--- src/spc_pkg.sv ---
package spc_pkg;

  // Decoded command opcodes from the text parser
  typedef enum logic [2:0] {
    SPC_OP_PRESET    = 3'h0,
    SPC_OP_VERSION_Q = 3'h1,
    SPC_OP_ERROR_Q   = 3'h2,
    SPC_OP_SET_COUNT = 3'h3,
    SPC_OP_INITIATE  = 3'h4,
    SPC_OP_ABORT     = 3'h5,
    SPC_OP_RESET     = 3'h6,
    SPC_OP_ESR_CLEAR = 3'h7
  } spc_op_e;

  // Entries held in the error and event queue
  typedef enum logic [1:0] {
    SPC_ERR_NONE      = 2'h0,
    SPC_ERR_SEQ_COUNT = 2'h1
  } spc_err_e;

  // Response text selectors
  typedef enum logic [1:0] {
    SPC_MSG_VERSION   = 2'h0,
    SPC_MSG_NO_ERROR  = 2'h1,
    SPC_MSG_SEQ_COUNT = 2'h2
  } spc_msg_e;

  localparam int          SPC_CNT_W       = 16;
  localparam logic [31:0] SPC_CNT_MIN     = 32'h0000_0001;
  localparam logic [31:0] SPC_CNT_MAX     = 32'h0000_FFFF;
  localparam logic [15:0] SPC_CNT_RST     = 16'h0001;
  localparam int          SPC_IDX_W       = 6;

  localparam int          SPC_VER_LEN     = 7;
  localparam int          SPC_NOERR_LEN   = 13;
  localparam int          SPC_SEQ_LEN     = 49;
  localparam logic [8*SPC_NOERR_LEN-1:0] SPC_NOERR_TXT = "0, \"No error\"";
  localparam logic [8*SPC_SEQ_LEN-1:0]   SPC_SEQ_TXT   =
    "-222, \"Data out of range; Invalid sequence count\"";

endpackage

--- src/spc_errq_if.sv ---
`timescale 1ns/1ps
interface spc_errq_if;
  import spc_pkg::*;
  logic     ce;
  logic     push;
  spc_err_e push_code;
  logic     pop;
  logic     empty;
  logic     full;
  spc_err_e head;

  modport ctrl  (output ce, push, push_code, pop, input empty, full, head);
  modport queue (input ce, push, push_code, pop, output empty, full, head);
endinterface

--- src/spc_errq.sv ---
`timescale 1ns/1ps
module spc_errq
  import spc_pkg::*;
#(
  parameter int DEPTH = 8
)(
  input  wire logic   clk,
  input  wire logic   reset_n,
  spc_errq_if.queue   q
);
  localparam int PW = $clog2(DEPTH);

  if (DEPTH < 2 || (1 << PW) != DEPTH)
  begin : g_chk
    $error("spc_errq: DEPTH must be a power of two, at least 2");
  end

  spc_err_e         mem_ff [DEPTH];
  logic [PW-1:0]    wr_ff;
  logic [PW-1:0]    rd_ff;
  logic [PW:0]      cnt_ff;
  logic [PW-1:0]    nxt_wr;
  logic [PW-1:0]    nxt_rd;
  logic [PW:0]      nxt_cnt;
  logic             do_push;
  logic             do_pop;

  assign q.empty = (cnt_ff == '0);
  assign q.full  = (cnt_ff == (PW+1)'(DEPTH));
  assign q.head  = mem_ff[rd_ff];

  always_comb
  begin
    // Overflowing entries are dropped; the oldest ones are kept
    do_push = q.ce && q.push && !q.full;
    do_pop  = q.ce && q.pop && !q.empty;
    nxt_wr  = do_push ? wr_ff + 1'b1 : wr_ff;
    nxt_rd  = do_pop ? rd_ff + 1'b1 : rd_ff;
    nxt_cnt = cnt_ff + (PW+1)'(do_push) - (PW+1)'(do_pop);
  end

  always_ff @(posedge clk or negedge reset_n)
  begin
    if (!reset_n)
    begin
      wr_ff  <= '0;
      rd_ff  <= '0;
      cnt_ff <= '0;
    end
    else
    begin
      wr_ff  <= nxt_wr;
      rd_ff  <= nxt_rd;
      cnt_ff <= nxt_cnt;
    end
  end

  always_ff @(posedge clk)
  begin
    if (do_push)
      mem_ff[wr_ff] <= q.push_code;
  end
endmodule

--- src/spc_ctrl.sv ---
`timescale 1ns/1ps
// Operation
// RL1 - System preset command opens every relay and returns no response.
// RL2 - System preset leaves the power-on flag exactly as it was.
// RL3 - Version query places the same fixed text in the output queue.
// RL4 - Pass count accepts 1 through 65535; reset restores 1; no query form.
// RL5 - After initiate, step the whole scan list count complete times.
// RL6 - After the last requested pass, trigger subsystem returns to idle.
// RL7 - Immediate trigger source advances without waiting for trigger events.
// RL8 - Error query pops oldest entry, or returns 0 no-error when empty.
// RL9 - Out-of-range pass count logs -222 invalid sequence count.
// RL10 - Rejected pass count keeps the previously stored count.
module spc_ctrl
  import spc_pkg::*;
#(
  parameter int                         ERRQ_DEPTH   = 8,
  parameter int                         LIST_W       = 12,
  // Version text; value arbitrary
  parameter logic [8*SPC_VER_LEN-1:0]   VERSION_TEXT = "\"0.0.1\""
)(
  input  wire logic              clk,
  input  wire logic              reset_n,
  input  wire logic              ce,
  input  wire logic              cmd_valid,
  input  wire spc_op_e           cmd_op,
  input  wire logic [31:0]       cmd_value,
  output      logic              cmd_ready_ff,
  input  wire logic [LIST_W-1:0] scan_len,
  input  wire logic              trig_src_imm,
  input  wire logic              trig_event,
  output      logic              relays_open_ff,
  output      logic              scan_step_ff,
  output      logic [LIST_W-1:0] scan_chan_ff,
  output      logic              trig_busy_ff,
  output      logic              power_on_flag_ff,
  output      logic              out_valid_ff,
  output      logic [7:0]        out_byte_ff,
  input  wire logic              out_ready
);
  if (LIST_W < 1 || LIST_W > 16)
  begin : g_chk
    $error("spc_ctrl: LIST_W must lie in 1..16");
  end

  typedef enum logic [1:0] { SQ_IDLE = 2'b01, SQ_ARMED = 2'b10 } spc_sq_e;
  typedef enum logic [1:0] { RS_IDLE = 2'b01, RS_SEND  = 2'b10 } spc_rs_e;

  function automatic logic [SPC_IDX_W-1:0] msg_len(input spc_msg_e sel);
    unique case (sel)
      SPC_MSG_VERSION:   msg_len = SPC_IDX_W'(SPC_VER_LEN);
      SPC_MSG_NO_ERROR:  msg_len = SPC_IDX_W'(SPC_NOERR_LEN);
      default:           msg_len = SPC_IDX_W'(SPC_SEQ_LEN);
    endcase
  endfunction

  function automatic logic [7:0] msg_char(input spc_msg_e sel,
                                          input logic [SPC_IDX_W-1:0] idx);
    unique case (sel)
      SPC_MSG_VERSION:   msg_char = VERSION_TEXT[8*(SPC_VER_LEN-1-int'(idx)) +: 8];
      SPC_MSG_NO_ERROR:  msg_char = SPC_NOERR_TXT[8*(SPC_NOERR_LEN-1-int'(idx)) +: 8];
      default:           msg_char = SPC_SEQ_TXT[8*(SPC_SEQ_LEN-1-int'(idx)) +: 8];
    endcase
  endfunction

  spc_errq_if eq ();
  spc_errq #(.DEPTH(ERRQ_DEPTH)) u_errq (.clk(clk), .reset_n(reset_n), .q(eq.queue));

  logic                 take;
  logic                 cnt_ok;
  logic                 step;
  logic                 last_chan;
  logic                 stop;
  logic [SPC_CNT_W-1:0] count_ff,    nxt_count;
  logic [SPC_CNT_W-1:0] passes_ff,   nxt_passes;
  logic [LIST_W-1:0]    nxt_chan;
  spc_sq_e              sq_ff,       nxt_sq;
  spc_rs_e              rs_ff,       nxt_rs;
  spc_msg_e             msg_ff,      nxt_msg;
  logic [SPC_IDX_W-1:0] idx_ff,      nxt_idx;
  logic                 nxt_relays_open;
  logic                 nxt_step;
  logic                 nxt_power_on;
  logic                 nxt_out_valid;
  logic [7:0]           nxt_out_byte;
  logic                 nxt_ready;

  // Command decode and pass-count storage
  always_comb
  begin
    take            = ce && cmd_valid && cmd_ready_ff;
    cnt_ok          = (cmd_value >= SPC_CNT_MIN) && (cmd_value <= SPC_CNT_MAX);
    nxt_count       = count_ff;
    nxt_relays_open = 1'b0;
    nxt_power_on    = power_on_flag_ff;
    eq.ce           = ce;
    eq.push         = 1'b0;
    eq.push_code    = SPC_ERR_SEQ_COUNT;
    eq.pop          = 1'b0;
    if (take)
    begin
      unique case (cmd_op)
        SPC_OP_PRESET:    nxt_relays_open = 1'b1;                   // [RL1] [RL2]
        SPC_OP_SET_COUNT:
          if (cnt_ok)
            nxt_count = cmd_value[SPC_CNT_W-1:0];                   // [RL4]
          else
            eq.push = 1'b1;                                         // [RL9] [RL10]
        SPC_OP_RESET:     nxt_count = SPC_CNT_RST;                  // [RL4]
        SPC_OP_ERROR_Q:   eq.pop = 1'b1;                            // [RL8]
        SPC_OP_ESR_CLEAR: nxt_power_on = 1'b0;
        default:          nxt_count = count_ff;
      endcase
    end
  end

  // Scan sequencer
  always_comb
  begin
    nxt_sq     = sq_ff;
    nxt_passes = passes_ff;
    nxt_chan   = scan_chan_ff;
    // Immediate source steps every cycle, no trigger wait
    step       = (sq_ff == SQ_ARMED) && (trig_src_imm || trig_event);   // [RL7]
    last_chan  = (scan_chan_ff == scan_len - 1'b1);
    nxt_step   = step;
    stop       = take && (cmd_op == SPC_OP_ABORT || cmd_op == SPC_OP_RESET);
    unique case (sq_ff)
      SQ_IDLE:
        // Empty list would never finish a pass, so initiate is ignored
        if (take && cmd_op == SPC_OP_INITIATE && scan_len != '0)
        begin
          nxt_sq     = SQ_ARMED;
          nxt_passes = count_ff;
          nxt_chan   = '0;
        end
      SQ_ARMED:
        if (stop)
        begin
          nxt_sq   = SQ_IDLE;
          nxt_step = 1'b0;
        end
        else if (step)
        begin
          nxt_chan = last_chan ? '0 : scan_chan_ff + 1'b1;          // [RL5]
          if (last_chan)
          begin
            nxt_passes = passes_ff - 1'b1;
            if (passes_ff == SPC_CNT_RST)
              nxt_sq = SQ_IDLE;                                     // [RL6]
          end
        end
    endcase
  end

  // Response streamer into the output queue
  always_comb
  begin
    nxt_rs        = rs_ff;
    nxt_msg       = msg_ff;
    nxt_idx       = idx_ff;
    nxt_out_valid = out_valid_ff;
    nxt_out_byte  = out_byte_ff;
    unique case (rs_ff)
      RS_IDLE:
        if (take && (cmd_op == SPC_OP_VERSION_Q || cmd_op == SPC_OP_ERROR_Q))
        begin
          if (cmd_op == SPC_OP_VERSION_Q)
            nxt_msg = SPC_MSG_VERSION;                              // [RL3]
          else if (eq.empty || eq.head == SPC_ERR_NONE)
            nxt_msg = SPC_MSG_NO_ERROR;                             // [RL8]
          else
            nxt_msg = SPC_MSG_SEQ_COUNT;
          nxt_rs        = RS_SEND;
          nxt_out_valid = 1'b1;
          nxt_out_byte  = msg_char(nxt_msg, '0);
          nxt_idx       = SPC_IDX_W'(1);
        end
      RS_SEND:
        if (ce && out_ready)
        begin
          if (idx_ff == msg_len(msg_ff))
          begin
            nxt_rs        = RS_IDLE;
            nxt_out_valid = 1'b0;
          end
          else
          begin
            nxt_out_byte = msg_char(msg_ff, idx_ff);
            nxt_idx      = idx_ff + 1'b1;
          end
        end
    endcase
    // One command at a time; queries are held off while text streams
    nxt_ready = (nxt_rs == RS_IDLE);
  end

  always_ff @(posedge clk or negedge reset_n)
  begin
    if (!reset_n)
    begin
      count_ff         <= SPC_CNT_RST;                              // [RL4]
      passes_ff        <= SPC_CNT_RST;
      scan_chan_ff     <= '0;
      sq_ff            <= SQ_IDLE;
      rs_ff            <= RS_IDLE;
      msg_ff           <= SPC_MSG_VERSION;
      idx_ff           <= '0;
      relays_open_ff   <= 1'b0;
      scan_step_ff     <= 1'b0;
      trig_busy_ff     <= 1'b0;
      power_on_flag_ff <= 1'b1;
      out_valid_ff     <= 1'b0;
      out_byte_ff      <= 8'h00;
      cmd_ready_ff     <= 1'b1;
    end
    else if (ce)
    begin
      count_ff         <= nxt_count;
      passes_ff        <= nxt_passes;
      scan_chan_ff     <= nxt_chan;
      sq_ff            <= nxt_sq;
      rs_ff            <= nxt_rs;
      msg_ff           <= nxt_msg;
      idx_ff           <= nxt_idx;
      relays_open_ff   <= nxt_relays_open;
      scan_step_ff     <= nxt_step;
      trig_busy_ff     <= (nxt_sq == SQ_ARMED);
      power_on_flag_ff <= nxt_power_on;
      out_valid_ff     <= nxt_out_valid;
      out_byte_ff      <= nxt_out_byte;
      cmd_ready_ff     <= nxt_ready;
    end
  end
endmodule

--- config.mk ---
export PLATFORM = sky130hd
export DESIGN_NAME = spc_ctrl
export DESIGN_NICKNAME = d
export VERILOG_FILES = /design/src/spc_pkg.sv /design/src/spc_errq_if.sv /design/src/spc_errq.sv /design/src/spc_ctrl.sv
export SDC_FILE = /design/constraint.sdc
export NUM_CORES = 1
export LEC_CHECK = 0
export ABC_AREA = 0
export BUFFER_PORTS_ARGS = -buffer_cell sky130_fd_sc_hd__buf_2
export CAP_MARGIN = 15
export CORE_ASPECT_RATIO = 2
export CORE_MARGIN = 10
export CORE_UTILIZATION = 53
export CTS_CLUSTER_SIZE = 25
export DETAILED_ROUTE_END_ITERATION = 8
export PLACE_DENSITY_LB_ADDON = 0.15
export SYNTH_ARGS = -nofsm -noshare
export SYNTH_HDL_FRONTEND = slang
export SYNTH_SLANG_ARGS = --single-unit
--- constraint.sdc ---
create_clock -name clk -period 3.3 [get_ports clk]
set_input_delay 0.165 -clock clk [delete_from_list [all_inputs] [get_ports clk]]
set_output_delay 0.165 -clock clk [all_outputs]
set_load 0.1 [all_outputs]
==> flow_summary.html <==
<table>
<tr><th>Metric</th><th>Value</th></tr>
<tr><th colspan="2">Clock tree</th></tr>
<tr><td>Total of cells resized after clock tree synthesis</td><td>0</td></tr>
<tr><td>CTS buffer count</td><td>9</td></tr>
<tr><td>Insertion delay of the later-clocked pin in the worst-skew pair</td><td>0.34 ns</td></tr>
<tr><td>CTS root buffer</td><td>sky130_fd_sc_hd__clkbuf_16</td></tr>
<tr><td># clock sinks</td><td>73</td></tr>
<tr><td>Number of buffers on the longest clock path</td><td>2</td></tr>
<tr><td>TritonCTS clock tree</td><td>yes</td></tr>
<tr><td>Post-CTS repair timing setup buffer count</td><td>0</td></tr>
<tr><td>Clock-pin slew of the registers on the worst-case setup and hold paths</td><td>roughly 0.060 ns</td></tr>
<tr><td>Post-CTS Hold Buffers</td><td>1</td></tr>
<tr><td>Count of H-tree levels built during CTS</td><td>3</td></tr>
<tr><th colspan="2">Power and ir drop</th></tr>
<tr><td>Part of the total power dissipated in combinational logic</td><td>slightly below 60%</td></tr>
<tr><td>Internal Pwr Total</td><td>around 0.0028 W</td></tr>
<tr><td>Switching fraction of total power</td><td>50.6%</td></tr>
<tr><td>Worst-case vdd ir drop</td><td>around 0.58 mV</td></tr>
<tr><td>Overall Power</td><td>roughly 0.0056 W</td></tr>
<tr><td>Net Switching</td><td>about 0.0028 W</td></tr>
<tr><td>Power per cell area</td><td>around 850 nW/um^2</td></tr>
<tr><td>Sequential cell fraction of total power</td><td>25.8%</td></tr>
<tr><td>Clk pwr share</td><td>approximately 16%</td></tr>
<tr><td>Leakage power of the design</td><td>2.73 nW</td></tr>
<tr><th colspan="2">STA</th></tr>
<tr><td>Final setup violation count</td><td>0</td></tr>
<tr><td>Maximum clock rate</td><td>about 340 MHz</td></tr>
<tr><td>Number of pins exceeding their max-slew limit in the final report</td><td>0</td></tr>
<tr><td>Setup Skew</td><td>0.00980 ns</td></tr>
<tr><td>Unrepaired setup endpoints after global routing</td><td>no</td></tr>
<tr><td>Crit path time final</td><td>around 3.0 ns</td></tr>
<tr><td>Worst slack on hold paths</td><td>0.0610 ns</td></tr>
<tr><td>Final hold violations</td><td>0</td></tr>
<tr><td>Max transition margin</td><td>between 30% and 40%</td></tr>
<tr><td>Slew at the pin with the worst max-slew slack</td><td>~0.94 ns</td></tr>
<tr><td>Setup TNS Final</td><td>0 ns</td></tr>
<tr><td>Final worst path period share</td><td>89.6%</td></tr>
<tr><th colspan="2">Routing</th></tr>
<tr><td>Final wirelength</td><td>about 20000 um</td></tr>
<tr><td>DRT antenna net count</td><td>0</td></tr>
<tr><td>Vias per inst</td><td>around 6.4</td></tr>
<tr><td>Via count</td><td>5950</td></tr>
<tr><td>Met3 routed wirelength</td><td>about 950 um</td></tr>
<tr><td>Post-route DRC violation count</td><td>0</td></tr>
<tr><td>Detailed Routing Iterations Pass 1</td><td>5</td></tr>
<tr><td>Routed met2 length</td><td>roughly 11000 um</td></tr>
<tr><td>First-iteration detailed-routing DRC count</td><td>352</td></tr>
<tr><td>Routed met1 length</td><td>between 6000 and 7000 um</td></tr>
<tr><td>Routed WL per cell</td><td>approximately 21 um</td></tr>
<tr><td>Max layer used</td><td>met4</td></tr>
<tr><th colspan="2">Yosys</th></tr>
<tr><td>Mux cell area share after synthesis</td><td>0.573%</td></tr>
<tr><td>Post-synthesis sequential area ratio</td><td>32.3%</td></tr>
<tr><td>Synthesized-area fraction occupied by adder cells</td><td>approximately 3%</td></tr>
<tr><td>Synthesis-stage register bit count</td><td>73</td></tr>
<tr><td>Fraction of the mapped netlist area in compound gates</td><td>between 20 and 25%</td></tr>
<tr><td>Syn Std Cell Area</td><td>roughly 5700 sq um</td></tr>
<tr><td>Avg Inst Size Synth</td><td>about 8.0 sq um</td></tr>
<tr><td>XOR/XNOR share of the synthesized area</td><td>7.72%</td></tr>
<tr><td>Share of flip-flops with an asynchronous set or reset after synthesis</td><td>100%</td></tr>
<tr><td>Largest family of logic cells by synthesized area</td><td>simple AND/OR/NAND/NOR gates</td></tr>
<tr><td>Simple-gate area share of the yosys netlist</td><td>a little over a quarter</td></tr>
<tr><td>Yosys warning total</td><td>0</td></tr>
<tr><td>Syn nets</td><td>773</td></tr>
<tr><td>Post-synthesis cell count</td><td>between 700 and 800</td></tr>
<tr><td>Unique masters post-synth</td><td>77</td></tr>
<tr><td>Post-synth EDFFs</td><td>0</td></tr>
<tr><td>Most frequently used flop master after synthesis</td><td>sky130_fd_sc_hd__dfrtp_1</td></tr>
<tr><th colspan="2">Flow run</th></tr>
<tr><td>Maximum Capacitance Violations</td><td>0</td></tr>
<tr><th colspan="2">Critical path</th></tr>
<tr><td>CP startpoint</td><td>idx_ff[4]</td></tr>
<tr><td>Largest stage delay, worst path</td><td>between 0.7 and 0.8 ns</td></tr>
<tr><td>Worst Reg-to-Reg Cells</td><td>7</td></tr>
<tr><td>WP data arrival</td><td>approximately 3.2 ns</td></tr>
<tr><td>Setup CP Type</td><td>reg -&gt; reg</td></tr>
<tr><td>Slowest library cell on the worst path</td><td>sky130_fd_sc_hd__or4b_2</td></tr>
<tr><td>Sort of element at the start of the critical path</td><td>register</td></tr>
<tr><td>CP Max Fanout</td><td>19</td></tr>
<tr><td>End of the worst register-to-register path</td><td>out_byte_ff[3]</td></tr>
<tr><td>Critical Path Sink Type</td><td>register</td></tr>
<tr><td>Chain of cells forming the critical path</td><td>or4b_2, o32ai_1, o211ai_1, nand2_1, nor2_1, a221oi_1, nand3_1</td></tr>
<tr><td>Startpoint of the lowest-slack register-to-register path</td><td>idx_ff[4]</td></tr>
<tr><td>Required time of the critical path</td><td>about 3.5 ns</td></tr>
<tr><td>Reg-to-reg setup timing slack</td><td>between 0.3 and 0.4 ns</td></tr>
<tr><th colspan="2">Floorplanning</th></tr>
<tr><td>X dimension of the die</td><td>slightly above 90 um</td></tr>
<tr><td>Count of boundary I/O pins</td><td>80</td></tr>
<tr><td>Die extent in y</td><td>about 170 um</td></tr>
<tr><td>Initial Util</td><td>a little over half</td></tr>
<tr><td>Area of the core region</td><td>roughly 10000 sq um</td></tr>
<tr><td>Die area</td><td>15500 sq um</td></tr>
<tr><td>Site row count</td><td>53</td></tr>
<tr><th colspan="2">Layout</th></tr>
<tr><td>Layout Area Growth over Synthesis</td><td>16.2%</td></tr>
<tr><td>Share of post-route cells with drive strength above 1</td><td>about a fifth</td></tr>
<tr><td>Number of fill cells</td><td>around 960</td></tr>
<tr><td>Number of nets in the finished design</td><td>850</td></tr>
<tr><td>Footprint of the flip-flops and latches</td><td>~1800 sq um</td></tr>
<tr><td>Diodes inserted</td><td>0</td></tr>
<tr><td>Area occupied by multi-input gates</td><td>between 3000 and 4000 sq um</td></tr>
<tr><th colspan="2">Min path</th></tr>
<tr><td>Start point of the worst min-delay path</td><td>cmd_value[0]</td></tr>
<tr><td>Cells on Worst Hold Path</td><td>3</td></tr>
<tr><td>Sink of the worst hold path</td><td>count_ff[0]</td></tr>
<tr><td>Worst hold path type</td><td>in -&gt; reg</td></tr>
<tr><th colspan="2">Place</th></tr>
<tr><td>Final HPWL from detailed placement</td><td>between 15000 and 20000 um</td></tr>
<tr><td>Routability cong.</td><td>1.00</td></tr>
<tr><td>Number of buffers added on ports</td><td>78</td></tr>
<tr><th colspan="2">Global route</th></tr>
<tr><td>Pin count of the biggest net entering global routing</td><td>74</td></tr>
<tr><td>Via count of the first global-routing pass</td><td>6095</td></tr>
<tr><td>Global-route wire length before repair</td><td>around 32000 um</td></tr>
<tr><td>Tot GR Track Use</td><td>between 20% and 30%</td></tr>
<tr><td>Initial antenna violation count</td><td>0</td></tr>
<tr><td>Overflow left after global routing</td><td>0</td></tr>
<tr><th colspan="2">Run status</th></tr>
<tr><td>Result of the run</td><td>finished clean</td></tr>
</table>
-- cell type report --
type                       instances  share of cell area (%)
multi-input combinational        544                    52.8
tap                              137                    2.60
timing repair buffer             114                    10.3
sequential                        73                    27.8
inverter                          41                    2.33
clock buffer                      10                    3.47
clock inverter                     6                   0.664
-- worst max-delay path by stage --
stage          depth (start not counted)  slack, ns             end
2_1_floorplan                         12       0.19  out_byte_ff[0]
4_1_cts                                7       0.38  out_byte_ff[3]
3_3_place_gp                           7       0.47  out_byte_ff[3]
6_report                               7       0.34  out_byte_ff[3]
3_5_place_dp                          10       0.36   passes_ff[10]
5_1_grt                                7       0.15  out_byte_ff[3]
-- cells in the mapped netlist (all sizes together) (3+ instances only) --
cell type,number,area share (%)
o21ai,48,4.3
nor4,27,3.5
a2111oi,4,0.73
nand4,12,1.3
inv,40,2.6
nor3b,4,0.62
or3,7,0.77
a311oi,5,0.77
dfstp,6,2.8
nand2,61,4.0
a22o,3,0.46
a22oi,4,0.53
and4,3,0.46
a41oi,3,0.46
nand2b,12,1.3
a31oi,8,0.88
o41ai,5,0.90
or2,4,0.44
xor2,17,2.6
o211ai,11,1.5
nand4b,3,0.46
nor2b,12,1.3
or4,5,0.73
ha,12,2.6
xnor2,33,5.1
o311ai,4,0.62
nor3,34,3.0
nand3,46,4.3
o31ai,5,0.66
and3,4,0.44
clkbuf,35,2.3
buf,13,1.4
o221ai,4,0.62
o32ai,5,0.77
a221oi,3,0.46
o22ai,7,0.77
o2bb2ai,3,0.46
dfrtp,67,30
and2,6,0.66
nor2,46,3.0
a21oi,26,2.3
a211oi,13,1.7
-- power groups by stage --
stage / combinational (W) / clock [W] / sequential (W)
CTS: 0.00317 / 0.000917 / 0.00143
finish: 0.00322 / 0.000912 / 0.00144
floorplan: 0.00170 / 0 / 0.00186
global route: 0.00346 / 0.000957 / 0.00147
global placement: 0.00312 / 0 / 0.00143
detailed placement: 0.00315 / 0 / 0.00144
-- layer usage --
| metal | up-vias | global-route usage (%) |
|---|---|---|
| met1 | 2867 | 23.2 |
| met3 | 69 | 4.12 |
| met4 | 0 | 15.4 |
| met2 | 239 | 49.8 |
| met5 | - | 0 |
| li1 | 2775 | - |
-- cells in the final DEF (no fill, tap or decap), types with 4 or more instances in the layout --
master / n
sky130_fd_sc_hd__o221ai_1: 4
sky130_fd_sc_hd__nand2_1: 61
sky130_fd_sc_hd__ha_1: 12
sky130_fd_sc_hd__and3_1: 4
sky130_fd_sc_hd__o211ai_1: 11
sky130_fd_sc_hd__nor2b_1: 12
sky130_fd_sc_hd__o21ai_0: 47
sky130_fd_sc_hd__nor3_1: 34
sky130_fd_sc_hd__dfrtp_1: 67
sky130_fd_sc_hd__and2_1: 6
sky130_fd_sc_hd__xnor2_1: 33
sky130_fd_sc_hd__xor2_1: 17
sky130_fd_sc_hd__nor4_1: 24
sky130_fd_sc_hd__a22oi_1: 4
sky130_fd_sc_hd__dfstp_2: 6
sky130_fd_sc_hd__o31ai_1: 5
sky130_fd_sc_hd__a21oi_1: 25
sky130_fd_sc_hd__o311ai_1: 4
sky130_fd_sc_hd__o32ai_1: 5
sky130_fd_sc_hd__or2_2: 4
sky130_fd_sc_hd__buf_2: 77
sky130_fd_sc_hd__a31oi_1: 8
sky130_fd_sc_hd__clkbuf_16: 9
sky130_fd_sc_hd__a211oi_1: 13
sky130_fd_sc_hd__or4_1: 4
sky130_fd_sc_hd__o41ai_1: 4
sky130_fd_sc_hd__a311oi_1: 5
sky130_fd_sc_hd__buf_4: 35
sky130_fd_sc_hd__inv_1: 40
sky130_fd_sc_hd__nand2b_1: 12
sky130_fd_sc_hd__o22ai_1: 7
sky130_fd_sc_hd__or3_1: 7
sky130_fd_sc_hd__nand3_1: 45
sky130_fd_sc_hd__nor2_1: 46
sky130_fd_sc_hd__nand4_1: 12
-- per-stage QoR --
step | instance area, sq um | utilization [%] | instances | worst slack, ns
detailed placement | 6310 | 60.2 | 908 | 0.364
finish | 6590 | 62.9 | 925 | 0.342
floorplan | 5670 | - | 706 | 0.192
CTS | 6590 | 62.9 | 925 | 0.384
global placement | 6310 | 60.2 | 908 | 0.466
global route | 6590 | 62.9 | 925 | 0.152
-- critical path: cells and delay by family (launching register included) --
kind | cells | cell delay [ns]
and+or+nand+nor | 4 | 1.44
AOI/OAI and AO/OA | 3 | 0.77
DFF | 1 | 0.62
-- flip-flops by register name, indices dropped and copies added (netlist names), 4 cells and up --
| signal | flops |
|---|---|
| count_ff | 16 |
| idx_ff | 6 |
| out_byte_ff | 7 |
| passes_ff | 16 |
| scan_chan_ff | 12 |
| u_errq.cnt_ff | 4 |
-- logic make-up (layout without fill, tap and decap cells) --
kind of cell,count (synthesis),in the layout
flops,73,73
other cells,1,1
xor+xnor,50,50
buf+inv,89,171
mux,3,3
fa+ha+maj,13,13
compound gates,184,184
simple gates,293,293
(Power assumes the default switching activity.)
